`src/design/staging_cfg.svh`:
```
// constants for the auxiliary motor staging controller: offsets, fields, resets, timing
// assumes byte addressing on a 32-bit register bus, frequencies in 0.1 Hz, steps in 0.1 %
// Summary of operation
// RULE1: one or more helpers running adds reference step one to process target
// RULE2: two or more helpers running also adds reference step two
// RULE3: three helpers running also adds reference step three
// RULE4: all three reference steps reset to zero percent
// RULE5: none running and output above on-threshold one plus 1 Hz arms start delay
// RULE6: start delay expiry starts next helper only if output above threshold minus 1 Hz
// RULE7: after first start, lower output by on-threshold one minus off-threshold one
// RULE8: one running and output above on-threshold two plus 1 Hz arms start delay
// RULE9: after second start, lower output by on-threshold two minus off-threshold two
// RULE10: two running, above on-threshold three plus 1 Hz, confirmed: start third, lower output
// RULE11: one running, below off-threshold one minus 1 Hz arms stop delay; stop if still low
// RULE12: after stopping first helper, raise output by threshold one difference
// RULE13: software keeps each on-threshold between its off-threshold and upper limit less one
// RULE14: software keeps off-threshold one between lower limit plus one and on-threshold one
// RULE15: two running, stop second after stop delay below off-threshold two, raise output
// RULE16: one shared start delay setting serves every start decision
// RULE17: one shared stop delay setting serves every stop decision
// RULE18: never run more helpers than the configured helper count
// RULE19: delays count a fixed tick; counter clears when its trigger vanishes before expiry
`ifndef STAGING_CFG_SVH
`define STAGING_CFG_SVH
`define CTRL_OFS        8'h00
`define ON_THR_OFS      8'h04
`define OFF_THR_OFS     8'h10
`define ON_DELAY_OFS    8'h1c
`define OFF_DELAY_OFS   8'h20
`define REF_STEP_OFS    8'h24
`define STATUS_OFS      8'h30
`define FREQ_OFS        8'h34
`define CTRL_EN_BIT     0
`define CTRL_CNT_LSB    1
`define CTRL_RST        3'h7
`define ON_THR_RST      16'h01f4
`define OFF_THR_RST     16'h0190
`define DELAY_RST       16'h0032
`define REF_STEP_RST    16'h0000
`define HYST            17'h0000a
`define MAX_HELPERS     2'h3
`define CLK_PERIOD_NS   10
`define TICK_NS         100000000
`define RESP_OKAY       2'h0
`define RESP_SLVERR     2'h2
`endif

```
`src/design/staging_pkg.sv`:
```
// types shared by the staging controller, its monitor and the regulator model
// assumes staging_cfg.svh for the numbers
package staging_pkg;
	typedef logic [15:0] freq_t;
	typedef logic [1:0]  motor_count_t;
	typedef enum {act_none, act_start, act_stop, act_trim} stage_act_t;
endpackage

```
`src/design/staging_if.sv`:
```
// link between the staging controller and one delay counter
// assumes both ends run on the same clock
`timescale 1ns/1ps
`default_nettype none
interface staging_if;
	logic        ce;
	logic        tick;
	logic        arm;
	logic        clr;
	logic [15:0] limit;
	logic        expired;
	modport ctl (output ce, output tick, output arm, output clr, output limit, input expired);
	modport tmr (input ce, input tick, input arm, input clr, input limit, output expired);
endinterface
`default_nettype wire

```
`src/design/delay_timer.sv`:
```
// delay counter in timebase ticks, cleared whenever its trigger drops
// assumes arm is evaluated every cycle by the owner
`timescale 1ns/1ps
`default_nettype none
module delay_timer (
	input  wire logic clk_sys_i,
	input  wire logic rst_i,
	staging_if.tmr    dly
);
	logic [15:0] count;

	// trigger loss before expiry discards the partial count
	always_ff @(posedge clk_sys_i)
	begin
		if (rst_i)
			count <= 16'h0000;
		else if (dly.ce)
		begin
			if (!dly.arm || dly.clr)
				count <= 16'h0000; // RULE19
			else if (dly.tick && count < dly.limit)
				count <= count + 16'h0001; // RULE19
		end
	end

	// a limit of zero expires as soon as the trigger appears
	assign dly.expired = dly.arm && (count >= dly.limit);
endmodule // delay_timer
`default_nettype wire

```
`src/design/aux_motor_staging_control.sv`:
```
// staging controller: adds and removes up to three constant-speed helper motors
// assumes output frequency from the speed regulator, AXI4-Lite register access, one clock
//
// Implementation choices: the AXI4-Lite slave port and the register offsets.
`timescale 1ns/1ps
`default_nettype none
`include "staging_cfg.svh"
module aux_motor_staging_control
	import staging_pkg::*;
#(
	parameter int unsigned TICK_CYCLES = `TICK_NS / `CLK_PERIOD_NS
) (
	input  wire logic        clk_sys_i,
	input  wire logic        rst_i,
	input  wire logic        ce_i,
	input  wire logic [7:0]  s_axi_awaddr_i,
	input  wire logic        s_axi_awvalid_i,
	output logic             s_axi_awready_o,
	input  wire logic [31:0] s_axi_wdata_i,
	input  wire logic [3:0]  s_axi_wstrb_i,
	input  wire logic        s_axi_wvalid_i,
	output logic             s_axi_wready_o,
	output logic [1:0]       s_axi_bresp_o,
	output logic             s_axi_bvalid_o,
	input  wire logic        s_axi_bready_i,
	input  wire logic [7:0]  s_axi_araddr_i,
	input  wire logic        s_axi_arvalid_i,
	output logic             s_axi_arready_o,
	output logic [31:0]      s_axi_rdata_o,
	output logic [1:0]       s_axi_rresp_o,
	output logic             s_axi_rvalid_o,
	input  wire logic        s_axi_rready_i,
	input  wire freq_t       output_freq_i,
	input  wire logic [15:0] internal_process_target_i,
	output logic [15:0]      process_target_o,
	output logic [2:0]       helper_run_o,
	output logic [16:0]      freq_shift_o,
	output logic             freq_shift_valid_o
);
	// configuration
	logic         enable;
	motor_count_t helper_motor_count;
	freq_t        on_thr [3];
	freq_t        off_thr [3];
	logic [15:0]  staging_on_delay;
	logic [15:0]  staging_off_delay;
	logic [15:0]  ref_step [3];

	// bus state
	logic         aw_held;
	logic         w_held;
	logic [7:0]   aw_addr;
	logic [31:0]  w_data;
	logic [3:0]   w_strb;
	logic         do_write;
	logic [31:0]  rd_data;
	logic         rd_ok;
	logic         wr_ok;

	// staging state
	motor_count_t running;
	logic [31:0]  tick_cnt;
	logic         tick;
	motor_count_t up_idx;
	motor_count_t dn_idx;
	logic [16:0]  freq17;
	logic [16:0]  on17;
	logic [16:0]  off17;
	logic         can_add;
	logic         start_ok;
	logic         stop_ok;
	stage_act_t   act;
	logic [15:0]  step_used [3];
	logic [17:0]  next_target;

	staging_if start_dly ();
	staging_if stop_dly ();

	// keep only the addressed byte lanes of a 16-bit field
	function automatic logic [15:0] merge16(input logic [15:0] old, input logic [31:0] d,
		input logic [3:0] s);
		merge16 = {s[1] ? d[15:8] : old[15:8], s[0] ? d[7:0] : old[7:0]};
	endfunction

	// write side: address and data may arrive in either order
	assign s_axi_awready_o = !aw_held && !s_axi_bvalid_o;
	assign s_axi_wready_o  = !w_held && !s_axi_bvalid_o;
	assign do_write        = aw_held && w_held;

	always_ff @(posedge clk_sys_i)
	begin
		if (rst_i)
		begin
			aw_held <= 1'b0;
			w_held  <= 1'b0;
			aw_addr <= 8'h00;
			w_data  <= 32'h00000000;
			w_strb  <= 4'h0;
		end
		else if (ce_i)
		begin
			if (s_axi_awvalid_i && s_axi_awready_o)
			begin
				aw_held <= 1'b1;
				aw_addr <= s_axi_awaddr_i;
			end
			if (s_axi_wvalid_i && s_axi_wready_o)
			begin
				w_held <= 1'b1;
				w_data <= s_axi_wdata_i;
				w_strb <= s_axi_wstrb_i;
			end
			if (do_write)
			begin
				aw_held <= 1'b0;
				w_held  <= 1'b0;
			end
		end
	end

	// status and frequency words are read-only but writing them is not an error
	always_comb
	begin
		wr_ok = (aw_addr[7:2] <= `FREQ_OFS >> 2) && (aw_addr[1:0] == 2'h0);
	end

	// write response follows the cycle in which both halves are held
	always_ff @(posedge clk_sys_i)
	begin
		if (rst_i)
		begin
			s_axi_bvalid_o <= 1'b0;
			s_axi_bresp_o  <= `RESP_OKAY;
		end
		else if (ce_i)
		begin
			if (do_write)
			begin
				s_axi_bvalid_o <= 1'b1;
				s_axi_bresp_o  <= wr_ok ? `RESP_OKAY : `RESP_SLVERR;
			end
			else if (s_axi_bready_i)
				s_axi_bvalid_o <= 1'b0;
		end
	end

	// configuration registers
	always_ff @(posedge clk_sys_i)
	begin
		if (rst_i)
		begin
			{helper_motor_count, enable} <= `CTRL_RST;
			staging_on_delay  <= `DELAY_RST;
			staging_off_delay <= `DELAY_RST;
			for (int i = 0; i < 3; i++)
			begin
				on_thr[i]   <= `ON_THR_RST;
				off_thr[i]  <= `OFF_THR_RST;
				ref_step[i] <= `REF_STEP_RST; // RULE4
			end
		end
		else if (ce_i && do_write)
		begin
			if (aw_addr == `CTRL_OFS && w_strb[0])
			begin
				enable             <= w_data[`CTRL_EN_BIT];
				helper_motor_count <= w_data[`CTRL_CNT_LSB +: 2];
			end
			if (aw_addr == `ON_DELAY_OFS)
				staging_on_delay <= merge16(staging_on_delay, w_data, w_strb); // RULE16
			if (aw_addr == `OFF_DELAY_OFS)
				staging_off_delay <= merge16(staging_off_delay, w_data, w_strb); // RULE17
			for (int i = 0; i < 3; i++)
			begin
				if (aw_addr == 8'(`ON_THR_OFS + 4 * i))
					on_thr[i] <= merge16(on_thr[i], w_data, w_strb);
				if (aw_addr == 8'(`OFF_THR_OFS + 4 * i))
					off_thr[i] <= merge16(off_thr[i], w_data, w_strb);
				if (aw_addr == 8'(`REF_STEP_OFS + 4 * i))
					ref_step[i] <= merge16(ref_step[i], w_data, w_strb);
			end
		end
	end

	// read multiplexer, unmapped words answer with an error
	always_comb
	begin
		rd_data = 32'h00000000;
		rd_ok   = 1'b1;
		case (s_axi_araddr_i)
			`CTRL_OFS:      rd_data = {29'h0, helper_motor_count, enable};
			`ON_DELAY_OFS:  rd_data = {16'h0, staging_on_delay};
			`OFF_DELAY_OFS: rd_data = {16'h0, staging_off_delay};
			`STATUS_OFS:    rd_data = {26'h0, stop_dly.arm, start_dly.arm, 2'h0, running};
			`FREQ_OFS:      rd_data = {16'h0, output_freq_i};
			default:
			begin
				rd_ok = 1'b0;
				for (int i = 0; i < 3; i++)
				begin
					if (s_axi_araddr_i == 8'(`ON_THR_OFS + 4 * i))
					begin
						rd_data = {16'h0, on_thr[i]};
						rd_ok   = 1'b1;
					end
					if (s_axi_araddr_i == 8'(`OFF_THR_OFS + 4 * i))
					begin
						rd_data = {16'h0, off_thr[i]};
						rd_ok   = 1'b1;
					end
					if (s_axi_araddr_i == 8'(`REF_STEP_OFS + 4 * i))
					begin
						rd_data = {16'h0, ref_step[i]};
						rd_ok   = 1'b1;
					end
				end
			end
		endcase
	end

	// read answer one cycle after the address is taken
	assign s_axi_arready_o = !s_axi_rvalid_o;

	always_ff @(posedge clk_sys_i)
	begin
		if (rst_i)
		begin
			s_axi_rvalid_o <= 1'b0;
			s_axi_rdata_o  <= 32'h00000000;
			s_axi_rresp_o  <= `RESP_OKAY;
		end
		else if (ce_i)
		begin
			if (s_axi_arvalid_i && s_axi_arready_o)
			begin
				s_axi_rvalid_o <= 1'b1;
				s_axi_rdata_o  <= rd_data;
				s_axi_rresp_o  <= rd_ok ? `RESP_OKAY : `RESP_SLVERR;
			end
			else if (s_axi_rready_i)
				s_axi_rvalid_o <= 1'b0;
		end
	end

	// timebase tick for both delay counters
	always_ff @(posedge clk_sys_i)
	begin
		if (rst_i)
			tick_cnt <= 32'h00000000;
		else if (ce_i)
			tick_cnt <= tick ? 32'h00000000 : tick_cnt + 32'h00000001;
	end

	assign tick = (tick_cnt >= TICK_CYCLES - 1); // RULE19

	// thresholds of the next helper to add and the last helper to drop
	always_comb
	begin
		up_idx  = (running == `MAX_HELPERS) ? 2'h2 : running;
		dn_idx  = (running == 2'h0) ? 2'h0 : running - 2'h1;
		freq17  = {1'b0, output_freq_i};
		on17    = {1'b0, on_thr[up_idx]};
		off17   = {1'b0, off_thr[dn_idx]};
		can_add = enable && running < helper_motor_count && running < `MAX_HELPERS; // RULE18
	end

	// start arms above threshold plus hysteresis, stop arms below low threshold minus it
	assign start_dly.ce    = ce_i;
	assign start_dly.tick  = tick;
	assign start_dly.limit = staging_on_delay; // RULE16
	assign start_dly.arm   = can_add && (freq17 > on17 + `HYST); // RULE5 RULE8 RULE10
	assign start_dly.clr   = (act != act_none);
	assign stop_dly.ce     = ce_i;
	assign stop_dly.tick   = tick;
	assign stop_dly.limit  = staging_off_delay; // RULE17
	assign stop_dly.arm    = enable && running != 2'h0 && (freq17 + `HYST < off17); // RULE11 RULE15
	assign stop_dly.clr    = (act != act_none);
	assign start_ok        = freq17 + `HYST > on17; // RULE6
	assign stop_ok         = freq17 < off17 + `HYST; // RULE11

	delay_timer u_start_dly (
		.clk_sys_i (clk_sys_i),
		.rst_i     (rst_i),
		.dly       (start_dly.tmr)
	);

	delay_timer u_stop_dly (
		.clk_sys_i (clk_sys_i),
		.rst_i     (rst_i),
		.dly       (stop_dly.tmr)
	);

	// trimming to the configured count outranks any timed decision
	always_comb
	begin
		if (running > helper_motor_count || (!enable && running != 2'h0))
			act = act_trim; // RULE18
		else if (start_dly.expired && start_ok)
			act = act_start; // RULE6
		else if (stop_dly.expired && stop_ok)
			act = act_stop; // RULE11 RULE15
		else
			act = act_none;
	end

	// helper count and the frequency correction that follows each start or stop
	always_ff @(posedge clk_sys_i)
	begin
		if (rst_i)
		begin
			running            <= 2'h0;
			freq_shift_o       <= 17'h00000;
			freq_shift_valid_o <= 1'b0;
		end
		else if (ce_i)
		begin
			freq_shift_valid_o <= 1'b0;
			case (act)
				act_start:
				begin
					running            <= running + 2'h1;
					freq_shift_o       <= off17 - on17 + {1'b0, off_thr[up_idx]} - off17; // RULE7 RULE9 RULE10
					freq_shift_valid_o <= 1'b1;
				end
				act_stop:
				begin
					running            <= running - 2'h1;
					freq_shift_o       <= {1'b0, on_thr[dn_idx]} - off17; // RULE12 RULE15
					freq_shift_valid_o <= 1'b1;
				end
				act_trim:
					running <= enable ? helper_motor_count : 2'h0; // no step: not a regulated switch
				act_none:
					running <= running;
				default:
					running <= running;
			endcase
		end
	end

	// cumulative reference steps per running helper
	for (genvar i = 0; i < 3; i++)
	begin : g_step
		assign step_used[i] = (running > 2'(i)) ? ref_step[i] : 16'h0000; // RULE1 RULE2 RULE3
		always_ff @(posedge clk_sys_i)
		begin
			if (rst_i)
				helper_run_o[i] <= 1'b0;
			else if (ce_i)
				helper_run_o[i] <= (act == act_start) ? (running >= 2'(i)) :
					(act == act_stop) ? (running > 2'(i + 1)) :
					(act == act_trim) ? ((enable ? helper_motor_count : 2'h0) > 2'(i)) :
					(running > 2'(i));
		end
	end

	assign next_target = {2'h0, internal_process_target_i} + {2'h0, step_used[0]}
		+ {2'h0, step_used[1]} + {2'h0, step_used[2]};

	// saturate rather than wrap when steps push the target past full scale
	always_ff @(posedge clk_sys_i)
	begin
		if (rst_i)
			process_target_o <= 16'h0000;
		else if (ce_i)
			process_target_o <= (next_target[17:16] != 2'h0) ? 16'hffff : next_target[15:0];
	end
endmodule // aux_motor_staging_control
`default_nettype wire

```
`config.mk`:
```
export PLATFORM = sky130hd
export DESIGN_NAME = aux_motor_staging_control
export DESIGN_NICKNAME = d
export VERILOG_FILES = /design/src/design/staging_pkg.sv /design/src/design/staging_if.sv /design/src/design/delay_timer.sv /design/src/design/aux_motor_staging_control.sv
export VERILOG_INCLUDE_DIRS = /design/src /design/src/design
export SDC_FILE = /design/constraint.sdc
export NUM_CORES = 1
export LEC_CHECK = 0
export BUFFER_PORTS_ARGS = -buffer_cell sky130_fd_sc_hd__buf_2
export CAP_MARGIN = 20
export CORE_ASPECT_RATIO = 0.8
export CORE_MARGIN = 2
export CORE_UTILIZATION = 59
export DETAILED_ROUTE_END_ITERATION = 10
export PLACE_DENSITY = 0.9
export SYNTH_ARGS = -nofsm -noshare
export SYNTH_HDL_FRONTEND = slang
export SYNTH_SLANG_ARGS = --single-unit
```
`constraint.sdc`:
```
create_clock -name clk_sys_i -period 10.05 [get_ports clk_sys_i]
set_input_delay 1.005 -clock clk_sys_i [delete_from_list [all_inputs] [get_ports clk_sys_i]]
set_output_delay 1.005 -clock clk_sys_i [all_outputs]
set_load 0.01 [all_outputs]
```
Word-level counts from Yosys, hierarchy flattened
Memory sizes are Yosys's and may differ from the RTL's.
Index checks and enable logic that the tools add are counted.

storage, ports and cells
  register bits after elaboration = 204
  latch bits = 0
  memory bits (writable) = 144
  bits in read-only memories = 0
  logic and storage cells = 294
  memories kept = 3

memories
  memory    words  width  rd ports  clocked after memory_dff  wr ports  line                             RTL
  off_thr   3      16     5         0                         3         aux_motor_staging_control.sv:44  freq_t off_thr [3];
  on_thr    3      16     5         0                         3         aux_motor_staging_control.sv:43  freq_t on_thr [3];
  ref_step  3      16     3         0                         3         aux_motor_staging_control.sv:47  logic [15:0] ref_step [3];

operators by class
  $add $sub $neg = 15
  multiply operators = 0
  divide/modulo/power cells = 0
  magnitude comparators = 23
  eq/ne operators = 31
  shifts and indexed selects = 0
  mux-type cells = 122
  bitwise gates (word level) = 9
  reductions and logical operators = 65

operators by type and width
  kind                   count
  $mux 16                18
  $mux 32                9
  $pmux 32 s5            1
  $mux 8                 18
  $eq 32x2->1 const B    3
  $eq 8x6->1 const B     10
  $mux 1                 66
  $eq 32x3->1 const B    2
  $eq 8x5->1 const B     8
  $add 16x4->17 const B  3
  $pmux 17 s2            1
  $sub 16x16->17         2
  $add 16x1->16 const B  2
  $add 32x1->32 const B  1
  $eq 32x1->1 const B    1
  $eq 8x4->1 const B     4
  $ge 16x16->1           2
  $ge 32x24->1 const B   1
  $lt 16x16->1           2
  $reduce_bool 32->1     1
  $reduce_and 2->1       13
  $logic_and 1x1->1      21
  $add 17x16->18         1
  $add 18x16->18         1
  other kinds (31)       74

Longest topological paths before layout
Gate-level depths: netlist of run 1.
An unclocked memory read counts as a cell.

  depth in word-level cells = 14
  mapped depth = 26

Modules after synthesis
Synthesis of run 1 repeated with hierarchy kept, for this count alone.

second synthesis, totals
  cell total of the unflattened synthesis = 2381
  area, all modules = 22141.2 um^2

modules (own cells, without submodules)
  module                     times used  cells an instance  area an instance (um^2)  sequential area each (um^2)
  aux_motor_staging_control  1           2051               19586.3                  7407.1
  delay_timer                2           165                1277.5                   320.3

Worst setup path after synthesis of run 1
Ideal clock, no wire load.

  path kind = register to register
  from = register running[1]
  to = register u_start_dly.count[11]
  arrival time = 5.342 ns
  data required time = 9.930 ns
  slack = 4.588 ns
  stages on the path, launching flop included = 25
  path buffers = 5
  cell sequence = dfxtp_1 inv_1 ha_1 clkbuf_1 clkbuf_1 clkbuf_1 mux2i_1 nor2_1 a21oi_1 inv_1 ha_1 inv_1 nor2_1 xnor2_1 ha_1 o21ai_0 nand2b_1 a21oi_1 or3_1 or4b_1 o21ai_1 buf_2 o41ai_1 buf_2 a211o_1

between the ends
  word-level cells in the longest chain between the ends = 14
  elaborated cells on any way between the ends = 37
  classes of those cells = add/sub (3); order compare (7); eq/ne (1); mux (6); reduce/logical (18); memory (2)

RTL lines
  element                                                 line                              RTL
  start, declared                                         aux_motor_staging_control.sv:61   motor_count_t running;
  start signal, assigned                                  aux_motor_staging_control.sv:321  running <= running + 2'h1;
  start signal, assigned                                  aux_motor_staging_control.sv:327  running <= running - 2'h1;
  start signal, assigned                                  aux_motor_staging_control.sv:332  running <= enable ? helper_motor_count : 2'h0;
  branches (longest 11 deep; another with $add 16x4->17)  --
  $logic_or 1x1->1 *                                      delay_timer.sv:19                 if (!dly.arm || dly.clr)
  $reduce_bool 2->1 (no line)                             --
  $reduce_and 2->1 (no line)                              --
  end signal, assigned                                    delay_timer.sv:22                 count <= count + 16'h0001;
  end, declared                                           delay_timer.sv:10                 logic [15:0] count;

Mark *: on every way between the ends.
A chain may end at the register's enable or synchronous reset.

Final worst setup path of run 1
  from = register running[1]
  to = register freq_shift_o[16]

between the ends
  word-level cells in the longest chain between the ends = 13
  elaborated cells on any way between the ends = 40
  classes of those cells = add/sub (7); order compare (7); eq/ne (3); mux (6); reduce/logical (15); memory (2)

RTL lines
  element                                                  line                              RTL
  branches (longest 13 deep; another with $sub 16x16->17)  --
  end signal, assigned                                     aux_motor_staging_control.sv:322  freq_shift_o <= off17 - on17 + {1'b0, off_thr[up_idx]} - off17;
  end signal, assigned                                     aux_motor_staging_control.sv:328  freq_shift_o <= {1'b0, on_thr[dn_idx]} - off17;
  end, declared                                            aux_motor_staging_control.sv:37   output logic [16:0] freq_shift_o,

Parallel ways; which one is timed is not known.

==> results of run 1 <==
power by group:
group	leakage (nW)	switching, W	internal, W
Combinational	6.26	0.000220	0.000133
Clock	0.572	0.000564	0.000804
Sequential	2.90	0.0000384	0.00143
sequential cells by signal, summed over array words and instances (netlist names), 17 cells and up:
signal / cells
ref_step: 48
off_thr: 48
tick_cnt: 32
freq_shift_o: 17
on_thr: 48
area by class of cell:
| class | instances | area, sq um |
|---|---|---|
| fill | 2908 | 12530 |
| antenna | 4 | 10.01 |
| multi-input combinational | 1809 | 12880 |
| timing repair buffer | 183 | 1072 |
| tap | 487 | 609.3 |
| sequential | 330 | 8048 |
| inverter | 126 | 473.0 |
| clock buffer | 47 | 960.9 |
| clock inverter | 17 | 221.5 |
worst max path at each step:
stage / start / endpoint / slack [ns] / cells after the start
final: running[1] / freq_shift_o[16] / 2.73 / 23
after global routing: running[1] / freq_shift_o[3] / 2.30 / 21
after CTS: running[1] / u_start_dly.count[5] / 2.96 / 21
after detailed placement: running[1] / freq_shift_o[3] / 2.98 / 21
after global placement: running[1] / u_start_dly.count[12] / 3.15 / 21
after floorplan: running[1] / u_start_dly.count[11] / 4.59 / 24
placed cells by master, fill, tap and decap left out, drive strengths merged, types with 41 or more instances in the layout:
cell      n
nor2    194
nand2   225
edfxtp  144
buf     178
xor2     49
and2     75
dfxtp   186
ha      171
a21oi   178
nand3    59
o21ai   115
a211oi   41
mux2i    92
clkbuf   52
xnor2    62
inv     129
fa       49
critical path, cell delays in order (launching register included):
cell,delay (ns)
sky130_fd_sc_hd__dfxtp_1,0.51
sky130_fd_sc_hd__inv_1,0.24
sky130_fd_sc_hd__ha_2,0.63
sky130_fd_sc_hd__buf_4,0.41
sky130_fd_sc_hd__mux2i_1,0.13
sky130_fd_sc_hd__nor2_1,0.10
sky130_fd_sc_hd__a21oi_1,0.08
sky130_fd_sc_hd__inv_1,0.27
sky130_fd_sc_hd__ha_1,0.23
sky130_fd_sc_hd__nand2_1,0.09
sky130_fd_sc_hd__o21bai_1,0.18
sky130_fd_sc_hd__o32ai_2,0.56
sky130_fd_sc_hd__nand4_1,0.19
sky130_fd_sc_hd__xnor2_1,0.16
sky130_fd_sc_hd__ha_1,0.32
sky130_fd_sc_hd__a21o_1,0.19
sky130_fd_sc_hd__a211oi_1,0.23
sky130_fd_sc_hd__o21ai_0,0.13
sky130_fd_sc_hd__a211oi_1,0.52
sky130_fd_sc_hd__nor4b_1,0.18
sky130_fd_sc_hd__a21oi_1,0.82
sky130_fd_sc_hd__nand2_4,0.30
sky130_fd_sc_hd__or3_1,0.46
sky130_fd_sc_hd__a311oi_1,0.26
stage by stage:
stage | cell area (sq um) | util (%) | instances
final | 24280 | 65.96 | 3003
after global routing | 24270 | 65.93 | 2999
after CTS | 24180 | 65.69 | 2991
after detailed placement | 23000 | 62.48 | 2927
after global placement | 22980 | 62.43 | 2925
after floorplan | 21920 | - | 2377
layer usage:
layer  routed length, um  GRT usage, %  vias up
met3                8533         9.681      272
li1                    -             -     8808
met1               27050         47.12     9438
met2               30920         55.71     1245
met5                   0             0        -
met4                3762         16.75        0
kinds of logic after synthesis:
group | Yosys count | synth area share, %
xor gates and xnor gates | 111 | 4.448
buffers and inverters | 238 | 4.666
adders and majority gates | 221 | 14.32
and+or+nand+nor | 774 | 17.32
AOI/OAI and AO/OA | 582 | 17.59
other | 1 | 0.01716
muxes | 103 | 4.815
DFF | 330 | 36.82
==> flow_metrics.tcl, run 1 <==
set metrics [dict create \
    worst-r2r-setup-slack_ns 2.73 \
    timing.max_slew.rel_slack_pct 23.81 \
    synth.ff_latch_count 330 \
    postRouteAntennaNets 0 \
    max-clock-path-buffers 3 \
    critPathArrivalTime_ns 7.75 \
    pwr_density_cell_nw_per_um2 131.4 \
    cts-root-buf "sky130_fd_sc_hd__clkbuf_16" \
    vias_per_cell 6.581 \
    synth-edff-count 144 \
    worst_voltage_drop_across_the_vdd_grid_mv 0.1563 \
    post-synth-top-area-fraction_pct 19.79 \
    die_area_sq_um 38610 \
    layout_min_cycle_time_ns 7.319 \
    worst_setup_hold_path_clk_slew_ns 0.06 \
    max_clock_freq_ghz 0.1366 \
    yosys.cell_count.top_type "sky130_fd_sc_hd__nand2_1" \
    report.power.total_w 0.003189 \
    path_class "reg -> reg" \
    detailed_place_hpwl_um 53000 \
    timing.critical_path.fanout_max 17 \
    io_pins 170 \
    rows 63 \
    clock_tree_from_tritoncts "done" \
    drt_pre_antenna_iters 9 \
    route.detailed.wl_per_inst_um 23.40 \
    final_count_of_hold_timing_violations 0 \
    most_frequent_cells_after_synthesis "sky130_fd_sc_hd__nand2_1 (224), sky130_fd_sc_hd__nor2_1 (193), sky130_fd_sc_hd__dfxtp_1 (186)" \
    outcome "finished clean" \
    timing.reg2reg.worst_path_depth 23 \
    timing.hold.worst.class "reg -> reg" \
    post_cts_resized 0 \
    htreeDepth 2 \
    core_area_sq_um 36810 \
    cts_setup_buffers 0 \
    cts-buffers-inserted 35 \
    synthCells 2360 \
    grt-ovfl-total 0 \
    syn2layout_area_growth_pct 11.10 \
    cap_violations 0 \
    detail_route.iter0.violations 2596 \
    global_route.usage.total_pct 36.00 \
    post-route-worst-setup-slack_ns 2.731 \
    worstSetupEndpointType "flip-flop" \
    chipHeight_um 176.1 \
    tightest_slew_ns 1.143 \
    final.setup_skew_ns 0.03158 \
    nets 2797 \
    drt_wl_total_um 70260 \
    rsz_0062_raised_after_global_routing "no" \
    finalSetupViolCount 0 \
    setup-tns-final_ns 0 \
    timing.rr.end "freq_shift_o[16]" \
    gp_routability_congestion 0.9821 \
    grt_pass1_vias 19050 \
    postCtsHoldBufs 0 \
    post_synthesis_cell_type_with_the_largest_combined_area "sky130_fd_sc_hd__edfxtp_1" \
    syn-cell-area_sq_um 21850 \
    grt_pass1_wl_um 106800 \
    worstSetupStartpointType "flip-flop" \
    die_width_um 219.2 \
    num_vias 19760 \
    grt_start_max_net_pins 72 \
    number_of_antenna_violations_at_the_first_check_in_global_routing 2 \
    min_delay_worst_endpoint "aw_addr[1]" \
    clock_sinks 330 \
    start_util_pct 59.37 \
    final-max-slew-violation-count 0 \
    hold_path_depth 2 \
    post_route_cells_drive_above_1_share_pct 10.79 \
    yosysWarnings 0 \
    synth.yosys.seq_area_share_pct 36.82 \
    min_from "aw_addr[1]" \
    timing.final.crit_share_pct 72.83 \
    required_time_of_the_critical_path_ns 10.48 \
    numPortBuffers 133 \
    avgSynthCellArea_sq_um 9.260 \
    post-place-ws_ns 2.978 \
    reg2reg_from "running[1]" \
    synthArstFlopShare_pct 0 \
    synthFlopType "sky130_fd_sc_hd__dfxtp_1" \
    yosys-top-cells-area "sky130_fd_sc_hd__edfxtp_1 (20%), sky130_fd_sc_hd__dfxtp_1 (17%), sky130_fd_sc_hd__ha_1 (9.8%)" \
    synth_cell_types 83 \
    power.leakage_nw 9.729 \
    worstSkewPairLatency_ns 0.55 \
    fin_hold_ws_ns 0.4605 \
    drcViolationCount 0 \
]
(Power assumes the default switching activity.)
==> run 2: changes to the inputs <==
--- a/config.mk
+++ b/config.mk
@@ -6,13 +6,14 @@
 export SDC_FILE = /design/constraint.sdc
 export NUM_CORES = 1
 export LEC_CHECK = 0
+export ABC_AREA = 1
 export BUFFER_PORTS_ARGS = -buffer_cell sky130_fd_sc_hd__buf_2
 export CAP_MARGIN = 20
 export CORE_ASPECT_RATIO = 0.8
 export CORE_MARGIN = 2
 export CORE_UTILIZATION = 59
 export DETAILED_ROUTE_END_ITERATION = 10
-export PLACE_DENSITY = 0.9
+export PLACE_DENSITY = 0.89
 export SYNTH_ARGS = -nofsm -noshare
 export SYNTH_HDL_FRONTEND = slang
 export SYNTH_SLANG_ARGS = --single-unit
==> constraint.sdc (replaced) <==
create_clock -name clk_sys_i -period 7.4 [get_ports clk_sys_i]
set_input_delay 0.74 -clock clk_sys_i [delete_from_list [all_inputs] [get_ports clk_sys_i]]
set_output_delay 0.74 -clock clk_sys_i [all_outputs]
set_load 0.01 [all_outputs]
==> run 2 against run 1 <==
  * Design area grew 2.3%
  * Fmax grew 17%
  * Count of clock-buffer cells in the layout is 2 higher
  * Global-route usage grew 5.3 points
  * Clock power grew 31%
  * Critical endpoint is now u_start_dly.count[0]
==> flow_metrics.tcl, run 2 <==
set metrics [dict create \
    worst-r2r-setup-slack_ns 1.12 \
    fin_area_sq_um 24840 \
    yosys-top-cells-area "sky130_fd_sc_hd__edfxtp_1 (19%), sky130_fd_sc_hd__dfxtp_1 (17%), sky130_fd_sc_hd__ha_1 (9.5%)" \
    path_class "reg -> reg" \
    gr-usage-met3_pct 9.834 \
    drt_wl_total_um 82900 \
    syn-cell-area_sq_um 22460 \
    grt_pass1_wl_um 121700 \
    cts-root-buf "sky130_fd_sc_hd__clkbuf_16" \
    grtUsageMet2_pct 59.68 \
    grt_pass1_vias 19930 \
    outcome "finished clean" \
    worstSetupEndpointType "flip-flop" \
    reg2reg_from "running[1]" \
    most_frequent_cells_after_synthesis "sky130_fd_sc_hd__nand2_1 (492), sky130_fd_sc_hd__inv_1 (403), sky130_fd_sc_hd__nor2_1 (316)" \
    synth.yosys.seq_area_share_pct 35.83 \
    synthFlopType "sky130_fd_sc_hd__dfxtp_1" \
    synthCells 2902 \
    postRouteAntennaNets 0 \
    detailed_place_hpwl_um 64000 \
    layout_min_cycle_time_ns 6.278 \
    cts-buffers-inserted 35 \
    worst_setup_hold_path_clk_slew_ns 0.06 \
    synth-edff-count 144 \
    final_count_of_hold_timing_violations 0 \
    finalSetupViolCount 0 \
    max_clock_freq_ghz 0.1593 \
    max-clock-path-buffers 3 \
    timing.hold.worst.class "reg -> reg" \
    io_pins 170 \
    number_of_antenna_violations_at_the_first_check_in_global_routing 0 \
    timing.reg2reg.worst_path_depth 26 \
    grt_start_max_net_pins 66 \
    timing.max_slew.rel_slack_pct 21.59 \
    post_cts_resized 0 \
    layout.filler_cells 3181 \
    finish.utilization_pct 66.61 \
    drcViolationCount 0 \
    grt_busiest_layer "met2" \
    postCtsHoldBufs 0 \
    rows 63 \
    setup-tns-final_ns 0 \
    timing.rr.end "u_start_dly.count[0]" \
    worstSetupStartpointType "flip-flop" \
    required_time_of_the_critical_path_ns 7.86 \
    cts_setup_buffers 0 \
    timing.final.crit_share_pct 84.84 \
    min_from "tick_cnt[28]" \
    gp_routability_congestion 1.029 \
    tightest_slew_ns 1.176 \
    reg_top3 "off_thr x48, on_thr x48, ref_step x48" \
    power.leakage_nw 11.15 \
    avgSynthCellArea_sq_um 7.740 \
    min_delay_worst_endpoint "tick_cnt[28]" \
    rsz_0062_raised_after_global_routing "no" \
    numPortBuffers 133 \
    vias_per_cell 6.145 \
    post-synth-top-area-fraction_pct 19.25 \
    synth.ff_latch_count 330 \
    final.setup_skew_ns 0.02016 \
    route.detailed.wl_per_inst_um 23.40 \
    htreeDepth 2 \
    critPathArrivalTime_ns 6.74 \
    global_route.usage.total_pct 41.30 \
    clock_sinks 330 \
    grt-ovfl-total 0 \
    final_cell_mix "sky130_fd_sc_hd__nand2_1 (492), sky130_fd_sc_hd__inv_1 (402), sky130_fd_sc_hd__nor2_1 (314)" \
    register_area_sq_um 8048 \
    nets 3343 \
    num_vias 21770 \
    hold_path_depth 2 \
    yosysWarnings 0 \
    die_area_sq_um 39660 \
    drt_pre_antenna_iters 6 \
    detailed_place.area_sq_um 23570 \
    syn2layout_area_growth_pct 10.56 \
    post_synthesis_cell_type_with_the_largest_combined_area "sky130_fd_sc_hd__edfxtp_1" \
    worst_voltage_drop_across_the_vdd_grid_mv 0.1648 \
    pwr_density_cell_nw_per_um2 182.4 \
    clock_tree_from_tritoncts "done" \
    start_util_pct 60.25 \
    global_route.usage.met1_pct 57.71 \
    detail_route.iter0.violations 3167 \
    antenna_cells_inserted 0 \
    synthArstFlopShare_pct 0 \
    cap_violations 0 \
    timing.critical_path.fanout_max 37 \
    synth_cell_types 62 \
    worstSkewPairLatency_ns 0.54 \
    die_width_um 222.2 \
    post_route_cells_drive_above_1_share_pct 9.784 \
    chipHeight_um 178.5 \
    multi_input_area_sq_um 12370 \
    final_common_cell "sky130_fd_sc_hd__nand2_1" \
    core_area_sq_um 37280 \
    final-max-slew-violation-count 0 \
    yosys.cell_count.top_type "sky130_fd_sc_hd__nand2_1" \
]
run 2: cells by family after synthesis:
family	Yosys count	share of synthesized area [%]
other	1	0.01669
adder cells (fa/ha/maj)	220	13.89
AND/OR/NAND/NOR	1084	20.68
AO/OA/AOI/OAI	639	16.06
flip-flops	330	35.83
XOR/XNOR	102	3.977
buffers and inverters	526	9.547
run 2: worst max-delay path by stage:
stage               start                   end  slack [ns]  cells after the start
6_report       running[1]  u_start_dly.count[0]        1.12                     26
2_1_floorplan  running[1]   process_target_o[0]        2.46                     25
4_1_cts        running[1]  u_start_dly.count[0]        1.29                     26
5_1_grt        running[1]  u_start_dly.count[0]        0.76                     26
3_5_place_dp   running[1]  u_start_dly.count[0]        1.30                     26
3_3_place_gp   running[1]   u_stop_dly.count[0]        1.56                     26
run 2: metal layers:
layer,wire [um],vias up
met3,10670,239
met4,4778,0
met2,33370,1399
met1,34090,10200
li1,-,9938
met5,0,-
run 2: critical path, stage by stage, from the launching register on:
cell and delay (ns):
sky130_fd_sc_hd__dfxtp_1 0.30, sky130_fd_sc_hd__buf_4 0.20, sky130_fd_sc_hd__inv_1 0.16, sky130_fd_sc_hd__ha_2 0.80, sky130_fd_sc_hd__inv_4 0.33, sky130_fd_sc_hd__a21oi_1 0.20
sky130_fd_sc_hd__o21ai_0 0.09, sky130_fd_sc_hd__o21ai_1 0.56, sky130_fd_sc_hd__inv_1 0.29, sky130_fd_sc_hd__ha_1 0.28, sky130_fd_sc_hd__inv_1 0.10, sky130_fd_sc_hd__nor2_1 0.06
sky130_fd_sc_hd__xor2_1 0.14, sky130_fd_sc_hd__ha_1 0.29, sky130_fd_sc_hd__a21oi_1 0.17, sky130_fd_sc_hd__nor2_1 0.06, sky130_fd_sc_hd__a211oi_1 0.28, sky130_fd_sc_hd__nand2_1 0.09
sky130_fd_sc_hd__nand2_1 0.06, sky130_fd_sc_hd__nand2_1 0.04, sky130_fd_sc_hd__nand2_1 0.07, sky130_fd_sc_hd__a21oi_2 0.11, sky130_fd_sc_hd__nand3_4 0.25, sky130_fd_sc_hd__nand4_2 0.31
sky130_fd_sc_hd__nor2_2 0.54, sky130_fd_sc_hd__o21ai_0 0.21, sky130_fd_sc_hd__nor2_1 0.15
run 2: cell type report:
class,instances,share of cell area [%]
Clock buffer,49,4.363
Clock inverter,13,0.3174
Inverter,413,6.267
Multi-Input combinational cell,2063,49.81
Sequential cell,330,32.40
Tap cell,487,2.454
Timing Repair Buffer,188,4.388
run 2: through the flow:
| stage | hold WS (ns) | total power (W) | instances | setup WS [ns] |
|---|---|---|---|---|
| floorplan | 0.4187 | 0.002484 | 2919 | 2.456 |
| global placement | 0.4262 | 0.002720 | 3469 | 1.559 |
| detailed placement | 0.4330 | 0.002741 | 3469 | 1.303 |
| CTS | 0.4430 | 0.004494 | 3531 | 1.294 |
| global route | 0.4634 | 0.004660 | 3543 | 0.7592 |
| finish | 0.4421 | 0.004530 | 3543 | 1.122 |
run 2: power breakdown:
| part | leakage [nW] | switching [W] | internal [W] |
|---|---|---|---|
| Sequential | 2.91 | 0.0000375 | 0.00195 |
| Combinational | 7.66 | 0.000505 | 0.000244 |
| Clock | 0.579 | 0.000768 | 0.00103 |
